$ cat src/rtl/efp_pkg.sv
package efp_pkg;
    localparam logic [7:0] A_CTRL = 8'h00;
    localparam logic [7:0] A_OPEN = 8'h04;
    localparam logic [7:0] A_PPR = 8'h08;
    localparam logic [7:0] A_DIV = 8'h0C;
    localparam logic [7:0] A_GMOT = 8'h10;
    localparam logic [7:0] A_GLOAD = 8'h14;
    localparam logic [7:0] A_STAT = 8'h18;
    localparam logic [7:0] A_SPEED = 8'h1C;
    localparam logic [7:0] A_ISTAT = 8'h20;
    localparam logic [7:0] A_IMASK = 8'h24;
    localparam int CTRL_ACT_LSB = 0;
    localparam int CTRL_DIR_BIT = 2;
    localparam int CTRL_TYPE_BIT = 3;
    localparam int IRQ_OPEN_BIT = 0;
    localparam int IRQ_DIR_BIT = 1;
    localparam logic [6:0] OPEN_RST = 7'h0A;
    localparam logic [6:0] OPEN_MAX = 7'h64;
    localparam logic [15:0] PPR_RST = 16'h0400;
    localparam logic [15:0] PPR_MAX = 16'hEA60;
    localparam logic [7:0] DIV_RST = 8'h01;
    localparam logic [7:0] DIV_N_BASE = 8'h64;
    localparam logic [5:0] K_MAX = 6'h20;
    localparam logic [9:0] GEAR_RST = 10'h001;
    localparam logic [9:0] GEAR_MAX = 10'h3E8;
    localparam logic [5:0] RPM_MUL = 6'h3C;
    localparam longint CLK_HZ = 125000000;
    localparam longint OPEN_STEP_MS = 100;
    localparam longint GATE_MS = 1000;
    localparam int unsigned STEP_CYC = int'(CLK_HZ * OPEN_STEP_MS / 1000);
    localparam int unsigned GATE_CYC = int'(CLK_HZ * GATE_MS / 1000);
    typedef enum logic [1:0] {
        EFP_DECEL = 2'b00,
        EFP_COAST = 2'b01,
        EFP_RUN = 2'b10
    } efp_act_t;
    typedef enum logic {
        EFP_SP_IDLE = 1'b0,
        EFP_SP_DIV = 1'b1
    } efp_sp_t;
endpackage

$ cat src/rtl/efp_top.sv
`timescale 1ns/100ps
module efp_top #(
    parameter int unsigned GATE_CYC = efp_pkg::GATE_CYC,
    parameter int unsigned STEP_CYC = efp_pkg::STEP_CYC
) (
    input wire logic clk_i,
    input wire logic rst_i,
    input wire logic psel_i,
    input wire logic penable_i,
    input wire logic pwrite_i,
    input wire logic [7:0] paddr_i,
    input wire logic [31:0] pwdata_i,
    output logic [31:0] prdata_o,
    output logic pready_o,
    output logic pslverr_o,
    input wire logic enc_a_i,
    input wire logic enc_b_i,
    input wire logic pwr_cycle_i,
    output logic irq_o,
    output logic open_fault_o,
    output logic stop_decel_o,
    output logic stop_coast_o,
    output logic dir_fwd_o,
    output logic pulse_o
);
    efp_pkg::efp_act_t act_q, act_d;
    logic dir_sel_q, dir_sel_d, type_pend_q, type_pend_d, type_act_q, type_act_d;
    logic [6:0] open_q, open_d, ticks_q, ticks_d;
    logic [15:0] ppr_q, ppr_d;
    logic [7:0] div_q, div_d;
    logic [9:0] gmot_q, gmot_d, gload_q, gload_d;
    logic [1:0] ist_q, ist_d, imask_q, imask_d;
    logic [31:0] prdata_d, presc_q, presc_d, gate_q, gate_d, speed_q, speed_d;
    logic pready_d, pslverr_d, irq_d, fault_d, decel_d, coast_d;
    logic q_edge, q_arise, q_fwd, dir_prev_q, dir_prev_d, enc_en;
    logic wr, rd, gate_end, div_n;
    logic [5:0] div_k;
    logic [1:0] ev;
    logic [23:0] cnt_q, cnt_d;
    efp_pkg::efp_sp_t sp_q, sp_d;
    logic [39:0] num_q, num_d, quo_q, quo_d;
    logic [40:0] rem_q, rem_d, rem_t;
    logic [25:0] den_q, den_d;
    logic [5:0] bit_q, bit_d;

    // Clamps a write into [lo, hi]; used for the open, ppr and gear settings
    function automatic logic [15:0] clamp16(input logic [15:0] v, input logic [15:0] lo,
                                            input logic [15:0] hi);
        clamp16 = (v < lo) ? lo : ((v > hi) ? hi : v);
    endfunction

    function automatic logic [6:0] dec_div(input logic [7:0] v);
        logic [7:0] k;
        k = (v >= efp_pkg::DIV_N_BASE) ? v - efp_pkg::DIV_N_BASE : v;
        k = (k == 8'h00) ? 8'h01 : ((k > {2'b00, efp_pkg::K_MAX}) ? {2'b00, efp_pkg::K_MAX} : k);
        dec_div = {v >= efp_pkg::DIV_N_BASE, k[5:0]};
    endfunction

    assign {div_n, div_k} = dec_div(div_q);
    assign enc_en = !type_act_q;

    efp_quad u_quad (
        .clk_i(clk_i),
        .rst_i(rst_i),
        .a_i(enc_a_i),
        .b_i(enc_b_i),
        .dir_sel_i(dir_sel_q),
        .en_i(enc_en),
        .edge_o(q_edge),
        .a_rise_o(q_arise),
        .fwd_o(q_fwd)
    );

    efp_pdiv #(.KW(6)) u_pdiv (
        .clk_i(clk_i),
        .rst_i(rst_i),
        .in_i(q_arise),
        .n_i(div_n),
        .k_i(div_k),
        .pulse_o(pulse_o)
    );

    // Register file, APB slave and interrupt logic
    always_comb begin
        wr = psel_i && penable_i && pwrite_i && pready_o;
        rd = psel_i && !penable_i && !pwrite_i;
        act_d = act_q;
        dir_sel_d = dir_sel_q;
        type_pend_d = type_pend_q;
        open_d = open_q;
        ppr_d = ppr_q;
        div_d = div_q;
        gmot_d = gmot_q;
        gload_d = gload_q;
        imask_d = imask_q;
        ist_d = ist_q;
        type_act_d = pwr_cycle_i ? type_pend_q : type_act_q;
        pready_d = psel_i && !penable_i;
        pslverr_d = 1'b0;
        prdata_d = 32'h0;
        if (wr) begin
            case (paddr_i)
                efp_pkg::A_CTRL: begin
                    // Code 3 is out of range; it keeps the drive running
                    act_d = (pwdata_i[1:0] == 2'b00) ? efp_pkg::EFP_DECEL :
                            (pwdata_i[1:0] == 2'b01) ? efp_pkg::EFP_COAST :
                            efp_pkg::EFP_RUN;
                    dir_sel_d = pwdata_i[efp_pkg::CTRL_DIR_BIT];
                    type_pend_d = pwdata_i[efp_pkg::CTRL_TYPE_BIT];
                end
                efp_pkg::A_OPEN: open_d = 7'(clamp16(pwdata_i[15:0], 16'h0000,
                                                    {9'h000, efp_pkg::OPEN_MAX}));
                efp_pkg::A_PPR: ppr_d = clamp16(pwdata_i[15:0], 16'h0000, efp_pkg::PPR_MAX);
                efp_pkg::A_DIV: div_d = pwdata_i[7:0];
                efp_pkg::A_GMOT: gmot_d = 10'(clamp16(pwdata_i[15:0], 16'h0001,
                                                     {6'h00, efp_pkg::GEAR_MAX}));
                efp_pkg::A_GLOAD: gload_d = 10'(clamp16(pwdata_i[15:0], 16'h0001,
                                                       {6'h00, efp_pkg::GEAR_MAX}));
                efp_pkg::A_ISTAT: ist_d = ist_q & ~pwdata_i[1:0];
                efp_pkg::A_IMASK: imask_d = pwdata_i[1:0];
                efp_pkg::A_STAT, efp_pkg::A_SPEED: pslverr_d = 1'b0;
                default: pslverr_d = 1'b0;
            endcase
        end
        if (rd) begin
            case (paddr_i)
                efp_pkg::A_CTRL: prdata_d = {28'h0, type_pend_q, dir_sel_q, act_q};
                efp_pkg::A_OPEN: prdata_d = {25'h0, open_q};
                efp_pkg::A_PPR: prdata_d = {16'h0, ppr_q};
                efp_pkg::A_DIV: prdata_d = {24'h0, div_q};
                efp_pkg::A_GMOT: prdata_d = {22'h0, gmot_q};
                efp_pkg::A_GLOAD: prdata_d = {22'h0, gload_q};
                efp_pkg::A_STAT: prdata_d = {27'h0, stop_coast_o, stop_decel_o, type_act_q,
                                             dir_fwd_o, open_fault_o};
                efp_pkg::A_SPEED: prdata_d = speed_q;
                efp_pkg::A_ISTAT: prdata_d = {30'h0, ist_q};
                efp_pkg::A_IMASK: prdata_d = {30'h0, imask_q};
                default: prdata_d = 32'h0;
            endcase
        end
        if (psel_i && !penable_i) begin
            case (paddr_i)
                efp_pkg::A_CTRL, efp_pkg::A_OPEN, efp_pkg::A_PPR, efp_pkg::A_DIV,
                efp_pkg::A_GMOT, efp_pkg::A_GLOAD, efp_pkg::A_STAT, efp_pkg::A_SPEED,
                efp_pkg::A_ISTAT, efp_pkg::A_IMASK: pslverr_d = 1'b0;
                default: pslverr_d = 1'b1;
            endcase
        end
        // Events are applied after the clear so that a set in the same cycle wins
        ev[efp_pkg::IRQ_OPEN_BIT] = fault_d && !open_fault_o;
        ev[efp_pkg::IRQ_DIR_BIT] = q_edge && (q_fwd != dir_prev_q);
        ist_d = ist_d | ev;
        irq_d = |(ist_d & imask_d);
    end

    // Open-pulse timer, stop action and direction tracking
    always_comb begin
        presc_d = presc_q;
        ticks_d = ticks_q;
        dir_prev_d = q_edge ? q_fwd : dir_prev_q;
        if (q_edge || !enc_en) begin
            presc_d = 32'h0;
            ticks_d = 7'h00;
        end else if (presc_q >= STEP_CYC - 1) begin
            presc_d = 32'h0;
            ticks_d = (ticks_q == 7'h7F) ? ticks_q : ticks_q + 7'h01;
        end else begin
            presc_d = presc_q + 32'h1;
        end
        // Timeout 0.0 s leaves detection off; a fresh edge ends the fault
        fault_d = enc_en && !q_edge && (open_q != 7'h00) &&
                  (open_fault_o || ticks_q >= open_q);
        decel_d = fault_d && (act_q == efp_pkg::EFP_DECEL);
        coast_d = fault_d && (act_q == efp_pkg::EFP_COAST);
    end

    // Speed: phase-A rising edges over a one-second gate, then a serial divide
    always_comb begin
        gate_end = (gate_q >= GATE_CYC - 1);
        gate_d = gate_end ? 32'h0 : gate_q + 32'h1;
        // A pulse on the gate end opens the next count instead of being lost
        cnt_d = gate_end ? {23'h0, q_arise} : (q_arise ? cnt_q + 24'h1 : cnt_q);
        sp_d = sp_q;
        num_d = num_q;
        den_d = den_q;
        quo_d = quo_q;
        rem_d = rem_q;
        bit_d = bit_q;
        speed_d = speed_q;
        rem_t = {rem_q[39:0], num_q[39]};
        case (sp_q)
            efp_pkg::EFP_SP_IDLE: begin
                if (gate_end) begin
                    num_d = 40'(cnt_q * efp_pkg::RPM_MUL * gload_q);
                    den_d = 26'(ppr_q * gmot_q);
                    rem_d = 41'h0;
                    bit_d = 6'h28;
                    sp_d = efp_pkg::EFP_SP_DIV;
                end
            end
            efp_pkg::EFP_SP_DIV: begin
                num_d = {num_q[38:0], 1'b0};
                if (rem_t >= {15'h0, den_q}) begin
                    rem_d = rem_t - {15'h0, den_q};
                    quo_d = {quo_q[38:0], 1'b1};
                end else begin
                    rem_d = rem_t;
                    quo_d = {quo_q[38:0], 1'b0};
                end
                bit_d = bit_q - 6'h01;
                if (bit_q == 6'h01) begin
                    sp_d = efp_pkg::EFP_SP_IDLE;
                    // No ppr means no speed; a huge quotient saturates
                    speed_d = (den_q == 26'h0) ? 32'h0 :
                              ((quo_d[39:32] != 8'h00) ? 32'hFFFFFFFF : quo_d[31:0]);
                end
            end
            default: sp_d = efp_pkg::EFP_SP_IDLE;
        endcase
    end

    always_ff @(posedge clk_i or posedge rst_i) begin
        if (rst_i) begin
            act_q <= efp_pkg::EFP_DECEL;
            dir_sel_q <= 1'b0;
            type_pend_q <= 1'b0;
            type_act_q <= 1'b0;
            open_q <= efp_pkg::OPEN_RST;
            ppr_q <= efp_pkg::PPR_RST;
            div_q <= efp_pkg::DIV_RST;
            gmot_q <= efp_pkg::GEAR_RST;
            gload_q <= efp_pkg::GEAR_RST;
            ist_q <= 2'h0;
            imask_q <= 2'h0;
            prdata_o <= 32'h0;
            pready_o <= 1'b0;
            pslverr_o <= 1'b0;
            irq_o <= 1'b0;
            presc_q <= 32'h0;
            ticks_q <= 7'h00;
            open_fault_o <= 1'b0;
            stop_decel_o <= 1'b0;
            stop_coast_o <= 1'b0;
            dir_prev_q <= 1'b1;
            dir_fwd_o <= 1'b1;
            gate_q <= 32'h0;
            cnt_q <= 24'h0;
            sp_q <= efp_pkg::EFP_SP_IDLE;
            num_q <= 40'h0;
            den_q <= 26'h0;
            quo_q <= 40'h0;
            rem_q <= 41'h0;
            bit_q <= 6'h00;
            speed_q <= 32'h0;
        end else begin
            act_q <= act_d;
            dir_sel_q <= dir_sel_d;
            type_pend_q <= type_pend_d;
            type_act_q <= type_act_d;
            open_q <= open_d;
            ppr_q <= ppr_d;
            div_q <= div_d;
            gmot_q <= gmot_d;
            gload_q <= gload_d;
            ist_q <= ist_d;
            imask_q <= imask_d;
            prdata_o <= prdata_d;
            pready_o <= pready_d;
            pslverr_o <= pslverr_d;
            irq_o <= irq_d;
            presc_q <= presc_d;
            ticks_q <= ticks_d;
            open_fault_o <= fault_d;
            stop_decel_o <= decel_d;
            stop_coast_o <= coast_d;
            dir_prev_q <= dir_prev_d;
            dir_fwd_o <= dir_prev_d;
            gate_q <= gate_d;
            cnt_q <= cnt_d;
            sp_q <= sp_d;
            num_q <= num_d;
            den_q <= den_d;
            quo_q <= quo_d;
            rem_q <= rem_d;
            bit_q <= bit_d;
            speed_q <= speed_d;
        end
    end
endmodule

$ cat src/rtl/efp_quad.sv
`timescale 1ns/100ps
module efp_quad (
    input wire logic clk_i,
    input wire logic rst_i,
    input wire logic a_i,
    input wire logic b_i,
    input wire logic dir_sel_i,
    input wire logic en_i,
    output logic edge_o,
    output logic a_rise_o,
    output logic fwd_o
);
    logic [2:0] a_sq, a_sd, b_sq, b_sd;
    logic edge_d, a_rise_d, fwd_d;
    logic ar, af, br, bf, a_lead, b_lead;
    logic mv_a, mv_b, ok;
    logic [1:0] fill_q, fill_d;

    always_comb begin
        a_sd = {a_sq[1:0], a_i};
        b_sd = {b_sq[1:0], b_i};
        ar = a_sq[1] & ~a_sq[2];
        af = ~a_sq[1] & a_sq[2];
        br = b_sq[1] & ~b_sq[2];
        bf = ~b_sq[1] & b_sq[2];
        mv_a = ar | af;
        mv_b = br | bf;
        // Stages still holding reset zeros are not compared, so a phase high at reset is no edge
        fill_d = (fill_q == 2'h3) ? fill_q : fill_q + 2'h1;
        ok = en_i && (fill_q == 2'h3);
        // Both phases moving at once carries no order, so it is dropped
        // A leads when A moves away from B's level or B moves onto A's level
        a_lead = (mv_a ^ mv_b) & (mv_a ? (a_sq[1] ^ b_sq[1]) : ~(a_sq[1] ^ b_sq[1]));
        b_lead = (mv_a ^ mv_b) & ~a_lead;
        edge_d = ok & (a_lead | b_lead);
        a_rise_d = ok & ar & ~mv_b;
        fwd_d = fwd_o;
        if (edge_d) begin
            fwd_d = a_lead ^ dir_sel_i;
        end
    end

    always_ff @(posedge clk_i or posedge rst_i) begin
        if (rst_i) begin
            a_sq <= 3'h0;
            b_sq <= 3'h0;
            fill_q <= 2'h0;
            edge_o <= 1'b0;
            a_rise_o <= 1'b0;
            fwd_o <= 1'b1;
        end else begin
            a_sq <= a_sd;
            b_sq <= b_sd;
            fill_q <= fill_d;
            edge_o <= edge_d;
            a_rise_o <= a_rise_d;
            fwd_o <= fwd_d;
        end
    end
endmodule

$ cat src/rtl/efp_pdiv.sv
`timescale 1ns/100ps
module efp_pdiv #(
    parameter int KW = 6
) (
    input wire logic clk_i,
    input wire logic rst_i,
    input wire logic in_i,
    input wire logic n_i,
    input wire logic [KW-1:0] k_i,
    output logic pulse_o
);
    logic [KW:0] acc_q, acc_d;
    logic [KW+1:0] sum;
    logic pulse_d;

    always_comb begin
        // Adds 1+n per input pulse and pays out one output per k
        sum = {1'b0, acc_q} + (in_i ? (n_i ? (KW+2)'(2) : (KW+2)'(1)) : '0);
        pulse_d = 1'b0;
        acc_d = sum[KW] ? {1'b0, {KW{1'b1}}} : sum[KW:0];
        // A gap cycle after every pulse keeps pulses countable downstream
        if (!pulse_o && sum >= {2'b00, k_i}) begin
            pulse_d = 1'b1;
            acc_d = (KW+1)'(sum - {2'b00, k_i});
        end
    end

    always_ff @(posedge clk_i or posedge rst_i) begin
        if (rst_i) begin
            acc_q <= '0;
            pulse_o <= 1'b0;
        end else begin
            acc_q <= acc_d;
            pulse_o <= pulse_d;
        end
    end
endmodule

$ cat config.mk
export PLATFORM = sky130hd
export DESIGN_NAME = efp_top
export DESIGN_NICKNAME = d
export VERILOG_FILES = /design/src/rtl/efp_pkg.sv /design/src/rtl/efp_top.sv /design/src/rtl/efp_quad.sv /design/src/rtl/efp_pdiv.sv
export SDC_FILE = /design/constraint.sdc
export NUM_CORES = 2
export LEC_CHECK = 0
export BUFFER_PORTS_ARGS = -buffer_cell sky130_fd_sc_hd__buf_2
export CORE_MARGIN = 5
export CORE_UTILIZATION = 45
export CTS_BUF_LIST = sky130_fd_sc_hd__clkbuf_8
export DETAILED_ROUTE_END_ITERATION = 10
export PLACE_DENSITY_LB_ADDON = 0.08
export SLEW_MARGIN = 25
export SYNTH_ARGS = -nofsm -noshare
export SYNTH_HDL_FRONTEND = slang
export SYNTH_SLANG_ARGS = --single-unit
$ cat constraint.sdc
create_clock -name clk_i -period 24.6 [get_ports clk_i]
set_input_delay 4.92 -clock clk_i [delete_from_list [all_inputs] [get_ports clk_i]]
set_output_delay 4.92 -clock clk_i [all_outputs]
set_load 0.02 [all_outputs]
Word-level counts from Yosys, hierarchy flattened --
Cells that the tools add are included.
Cells by class: bitwise logic cells 27, equality and inequality tests 17, multiplexer cells 47, multipliers 3, $lt $le $gt $ge 12, reduce and logical (&&, ||, !) cells 42, add/subtract/negate cells 10
Operators by type and width (count):
- $pmux 32 s10 | 1
- $mux 32 | 6
- $mux 40 | 4
- $pmux 40 s2 | 2
- $add 32x1->32 const B | 2
- $mux 24 | 2
- $mux 7 | 6
- $ge 41x26->1 | 1
- $sub 40x26->40 | 1
- $mul 28x10->38 | 1
- $eq 8x5->1 const B | 4
- $ge 32x24->1 const B | 1
- $ge 32x27->1 const B | 1
- $lt 16x1->1 const B | 2
- $mux 16 | 2
- $mul 24x4->28 const B | 1
- $logic_not 26->1 | 1
- $mul 16x10->26 | 1
- $add 24x1->24 const B | 1
- $mux 6 | 4
- $mux 10 | 2
- $reduce_and 2->1 | 9
- $eq 8x4->1 const B | 2
- $eq 8x6->1 const B | 2
- other kinds (42) | 99
Storage, ports and cells: input port bits 48, flip-flop bits (word level) 397, output and inout port bits 40

Logic depth before layout (Yosys ltp) --
word-level depth 9, gate-level depth with buffers 35, mapped depth without buffers 34

Modules after synthesis --
From an unflattened synthesis, not the netlist that was laid out.
Unflattened totals: cell total of the unflattened synthesis 3944, area total of the unflattened synthesis 36213.5 um^2
Modules (own cells, without submodules):
- efp_top | area an instance 35028.6 um^2, cells each 3837, times used 1
- efp_pdiv | area an instance 777.0 um^2, cells each 81, times used 1
- efp_quad | area an instance 407.9 um^2, cells each 26, times used 1

Worst setup path before layout --
No wires, ideal clock.
kind register to register, start point reg cnt_q[3], end point reg num_q[36], path buffers 0, arrival 8651 ps, clock period less this slack 8786 ps, setup slack 15814 ps, data required time 24465 ps, stages on the path, launching flop included 33, cells stage by stage dfrtp_1 -> inv_1 -> fa_1 -> fa_1 -> inv_1 -> ha_1 -> a21o_1 -> a21boi_0 -> o21a_1 -> or4_1 -> a211oi_1 -> nand2b_1 -> a2111oi_0 -> nor3_1 -> nand2_1 -> fa_1 -> inv_1 -> fa_1 -> fa_1 -> fa_1 -> inv_1 -> fa_1 -> inv_1 -> ha_1 -> a21oi_1 -> o21ai_0 -> a21oi_1 -> nor3_1 -> a2111oi_0 -> o21bai_1 -> a21oi_1 -> xor2_1 -> o21ai_0
Between the ends: longest elaborated chain between the ends 4
RTL lines:
- start, declared | RTL line efp_top.sv:39 | logic [23:0] cnt_q, cnt_d;
- start signal, assigned | RTL line efp_top.sv:279 | cnt_q <= cnt_d;
- $mul 24x4->28 | RTL line efp_top.sv:194 | num_d = 40'(cnt_q * efp_pkg::RPM_MUL * gload_q);
- $mul 28x10->38 | RTL line efp_top.sv:194
- $mux 40 | RTL line efp_top.sv:193 | if (gate_end) begin
- $pmux 40 s2 | RTL line efp_top.sv:191 | case (sp_q)
- end signal, assigned | RTL line efp_top.sv:281 | num_q <= num_d;
- end, declared | RTL line efp_top.sv:41 | logic [39:0] num_q, num_d, quo_q, quo_d;
Every way passes these cells. The select of a mux whose other input is x is not followed. A chain may end at the register's enable or synchronous reset.

Worst setup path after layout --
start point reg cnt_q[3], end point reg num_q[38]
Same word-level chain as after synthesis.

==> flow_summary.toml <==
[power_and_ir_drop]
p_leak_nw = 18.8
post-layout-total-power_mw = 1.99
vdd.ir_drop.worst_mv = 0.0505
powerDensity_nw_per_um2 = 51.8

[synthesis]
syn-mean-instance-area_um2 = 9.36
netlist_top_cells_area = "sky130_fd_sc_hd__dfrtp_1 (28%), sky130_fd_sc_hd__fa_1 (21%), sky130_fd_sc_hd__ha_1 (8.4%), sky130_fd_sc_hd__nand2_1 (4.9%), sky130_fd_sc_hd__inv_1 (4.5%)"
mappedNetlistArea_um2 = 35200
synth_ff_type = "sky130_fd_sc_hd__dfrtp_1"
synth-edff-count = 0
post_synth_inst_count = 3755
synth.largest_area_cell = "sky130_fd_sc_hd__dfrtp_1"
yosys.area.top_type_share_pct = 27.5
ys_types = 86
ys_seq_elements = 395
synth_async_sr_flop_share_pct = 100
synthesis.yosys.warnings = 0
seq_area_frac_synth_pct = 28.1

[timing]
slew_of_the_pin_with_the_lowest_slew_margin_ns = 1.01
final.setup.tns_ns = 0
fin_crit_sh_pct = 40.6
setup_repair_after_global_routing_missed_its_margin = "false"
finalSetupViolations = 0
final.min_clock_period_ns = 10.0
report.final.slew_viol_count = 0
finClkSkew_ns = 0.0769
final_hold_viol_count = 0
slew-limit-headroom_pct = 31.9
setup_ws_ns = 14.60
fmaxAchievable_ghz = 0.100

[global_routing]
first_global_vias = 26900
grt_first_pass_wirelength_um = 141000
gr-total-overflow = 0
grt_max_degree = 156
antenna_found_initial = 4
global_route.usage.total_pct = 20.5

[clock_network]
clock_pin_slew_on_the_worst_setup_and_hold_paths_ns = 0.05
cts_inserted_buffers = 77
htree_num_levels = 3
ctsLongestPathBuffers = 3
holdBufCountCts = 0
later_pin_clock_latency_in_the_skew_report_ns = 0.70
cts_repair_resize_count = 0
clockRootBuffer = "sky130_fd_sc_hd__clkbuf_8"
tritoncts = "yes"
cts_setup_buffers = 0
cts_sinks = 395

[setup_path]
timing.critical_path.to_type = "flip-flop"
critical-path-slowest-cell = "sky130_fd_sc_hd__a2111oi_0"
worst_r2r_path_depth = 32
ff2ff_setup_slack_ns = 14.60
critical_path_class = "flip-flop to flip-flop"
critical_path.max_stage_delay_ns = 0.82
worstPathArrival_ns = 10.47
crit_fanout = 10
critPathRequiredTime_ns = 25.07
cpMostUsedCell = "sky130_fd_sc_hd__fa_1"
start_kind = "flip-flop"
r2r_start = "cnt_q[3]"
rr_endpoint = "num_q[38]"

[drt]
highest-signal-layer = "met5"
routed-wl-met3_um = 3040
drt_wl_total_um = 84100
drc_errors = 0
via_per_inst = 5.33
initial_drc_count = 1331
met1_length_um = 40400
drtPass1Iterations = 5
wl_per_cell_um = 17.2
drtAntennaViolNets = 0
met2RoutedLength_um = 39100
vias = 26100

[floorplanning]
start_util_pct = 45.4
std_cell_rows = 102
floorplan.io_pins = 88
fp.dieH_um = 290
core_area_um2 = 77500
fp.dieArea_um2 = 83800
die_x_um = 290

[run_status]
run_status = "finished clean"

[place]
portBuffers = 71
place_congestion = 0.827
detailedPlace.worstSlack_ns = 14.33
placed_cell_area_um2 = 36600
placed_cells = 4755
detailed_place_hpwl_um = 60600

[layout]
filler_cell_count = 7475
share_of_final_layout_standard_cells_stronger_than_drive_strength_1_pct = 9.18
final_design_area_no_fill_um2 = 38400
final_cell_mix = "sky130_fd_sc_hd__nand2_1 (454), sky130_fd_sc_hd__inv_1 (442), sky130_fd_sc_hd__dfrtp_1 (386)"
final_net_count = 4443
non_filler_cells_final = 4896
area_growth_pct = 9.08
most_common_cell_after_layout_fill_and_taps_aside = "sky130_fd_sc_hd__nand2_1"

[worst_hold_path]
hold_class = "flip-flop to flip-flop"
worst_hold_startpoint = "u_quad.a_sq[0]"
holdPathStages = 0
hold-path-endpoint = "u_quad.a_sq[1]"

[flow_run]
cap_viol_max_count = 0
## worst max-delay path by stage
| stage | slack [ns] | depth (start not counted) | from | to |
|---|---|---|---|---|
| floorplan | 8.71 | 1 | rst_i | act_q[0] |
| global placement | 14.50 | 32 | cnt_q[3] | num_q[38] |
| detailed placement | 14.33 | 32 | cnt_q[3] | num_q[38] |
| CTS | 14.24 | 32 | cnt_q[3] | num_q[38] |
| global route | 13.94 | 32 | cnt_q[3] | num_q[36] |
| finish | 14.60 | 32 | cnt_q[3] | num_q[38] |
## synth_stat cells, types with 6 or more instances
cell type	instances
sky130_fd_sc_hd__nand2_1	455
sky130_fd_sc_hd__inv_1	424
sky130_fd_sc_hd__dfrtp_1	387
sky130_fd_sc_hd__fa_1	364
sky130_fd_sc_hd__nor2_1	244
sky130_fd_sc_hd__and2_1	243
sky130_fd_sc_hd__ha_1	236
sky130_fd_sc_hd__o21ai_0	167
sky130_fd_sc_hd__a21oi_1	152
sky130_fd_sc_hd__clkbuf_1	146
sky130_fd_sc_hd__xnor2_1	106
sky130_fd_sc_hd__mux2_2	78
sky130_fd_sc_hd__nand3_1	78
sky130_fd_sc_hd__xor2_1	70
sky130_fd_sc_hd__a21o_1	61
sky130_fd_sc_hd__nor3_1	53
sky130_fd_sc_hd__a22o_1	35
sky130_fd_sc_hd__and3_1	33
sky130_fd_sc_hd__a22oi_1	31
sky130_fd_sc_hd__nand4_1	28
sky130_fd_sc_hd__nand2b_1	24
sky130_fd_sc_hd__o211ai_1	20
sky130_fd_sc_hd__a31oi_1	19
sky130_fd_sc_hd__o21bai_1	19
sky130_fd_sc_hd__nor2b_1	18
sky130_fd_sc_hd__a211oi_1	17
sky130_fd_sc_hd__nor4_1	16
sky130_fd_sc_hd__o21a_1	15
sky130_fd_sc_hd__o21ai_1	14
sky130_fd_sc_hd__or3_1	14
sky130_fd_sc_hd__o31ai_1	13
sky130_fd_sc_hd__a32oi_1	11
sky130_fd_sc_hd__mux2i_1	11
sky130_fd_sc_hd__nor3b_1	9
sky130_fd_sc_hd__buf_1	8
sky130_fd_sc_hd__dfstp_2	8
sky130_fd_sc_hd__nand3b_1	7
sky130_fd_sc_hd__o22ai_1	7
sky130_fd_sc_hd__or4_1	7
sky130_fd_sc_hd__a21boi_0	6
sky130_fd_sc_hd__a221o_1	6
sky130_fd_sc_hd__and4_1	6
## kinds of logic after synthesis
family	share of synthesized area, %
xor+xnor	4.38
mux	2.84
other cells	0.0107
fa+ha+maj	29.1
compound gates	12.0
buf+inv	6.30
flops	28.1
simple gates	17.2
## state kept, by name (all words and copies together), names as in the netlist, 8 cells and up
register  cells
gload_q      10
den_q        26
quo_q        39
cnt_q        24
gate_q       32
speed_q      32
ppr_q        16
rem_q        40
num_q        38
presc_q      32
gmot_q       10
prdata_o     32
div_q         8
## report_power, final
group | internal [mW] | switching (mW)
logic | 0.217 | 0.279
registers | 0.709 | 0.0567
clock network | 0.405 | 0.321
## per-stage QoR
| stage | util [%] | hold WS [ns] |
|---|---|---|
| finish | 49.5 | 0.347 |
| global route | 49.5 | 0.355 |
| CTS | 49.4 | 0.350 |
| detailed placement | 47.2 | 0.336 |
| global placement | 47.2 | 0.333 |
| floorplan | - | 0.331 |
## critical path: cells and delay by family, from the launching register on
kind,cells,cell delay (ns)
adders and majority gates,9,4.31
AOI/OAI and AO/OA,11,2.74
and+or+nand+nor,6,1.72
DFF,1,0.43
buffers and inverters,5,0.40
muxes,1,0.22
## area by class of cell
class,instances,area (µm²),area share (%)
Antenna cell,1,2.50,0.00652
Multi-Input combinational cell,2788,23200,60.5
Inverter,424,1600,4.17
Sequential cell,395,9900,25.8
Clock buffer,93,1280,3.34
Clock inverter,46,417,1.09
Tap cell,1040,1300,3.39
Timing Repair Buffer,109,669,1.75
## per-layer routing
layer | global-route usage (%) | up-vias
li1 | - | 12500
met1 | 29.8 | 13100
met2 | 33.3 | 390
met3 | 2.94 | 115
met4 | 4.24 | 2
met5 | 0 | -
Power figures use the tool's default switching activity.
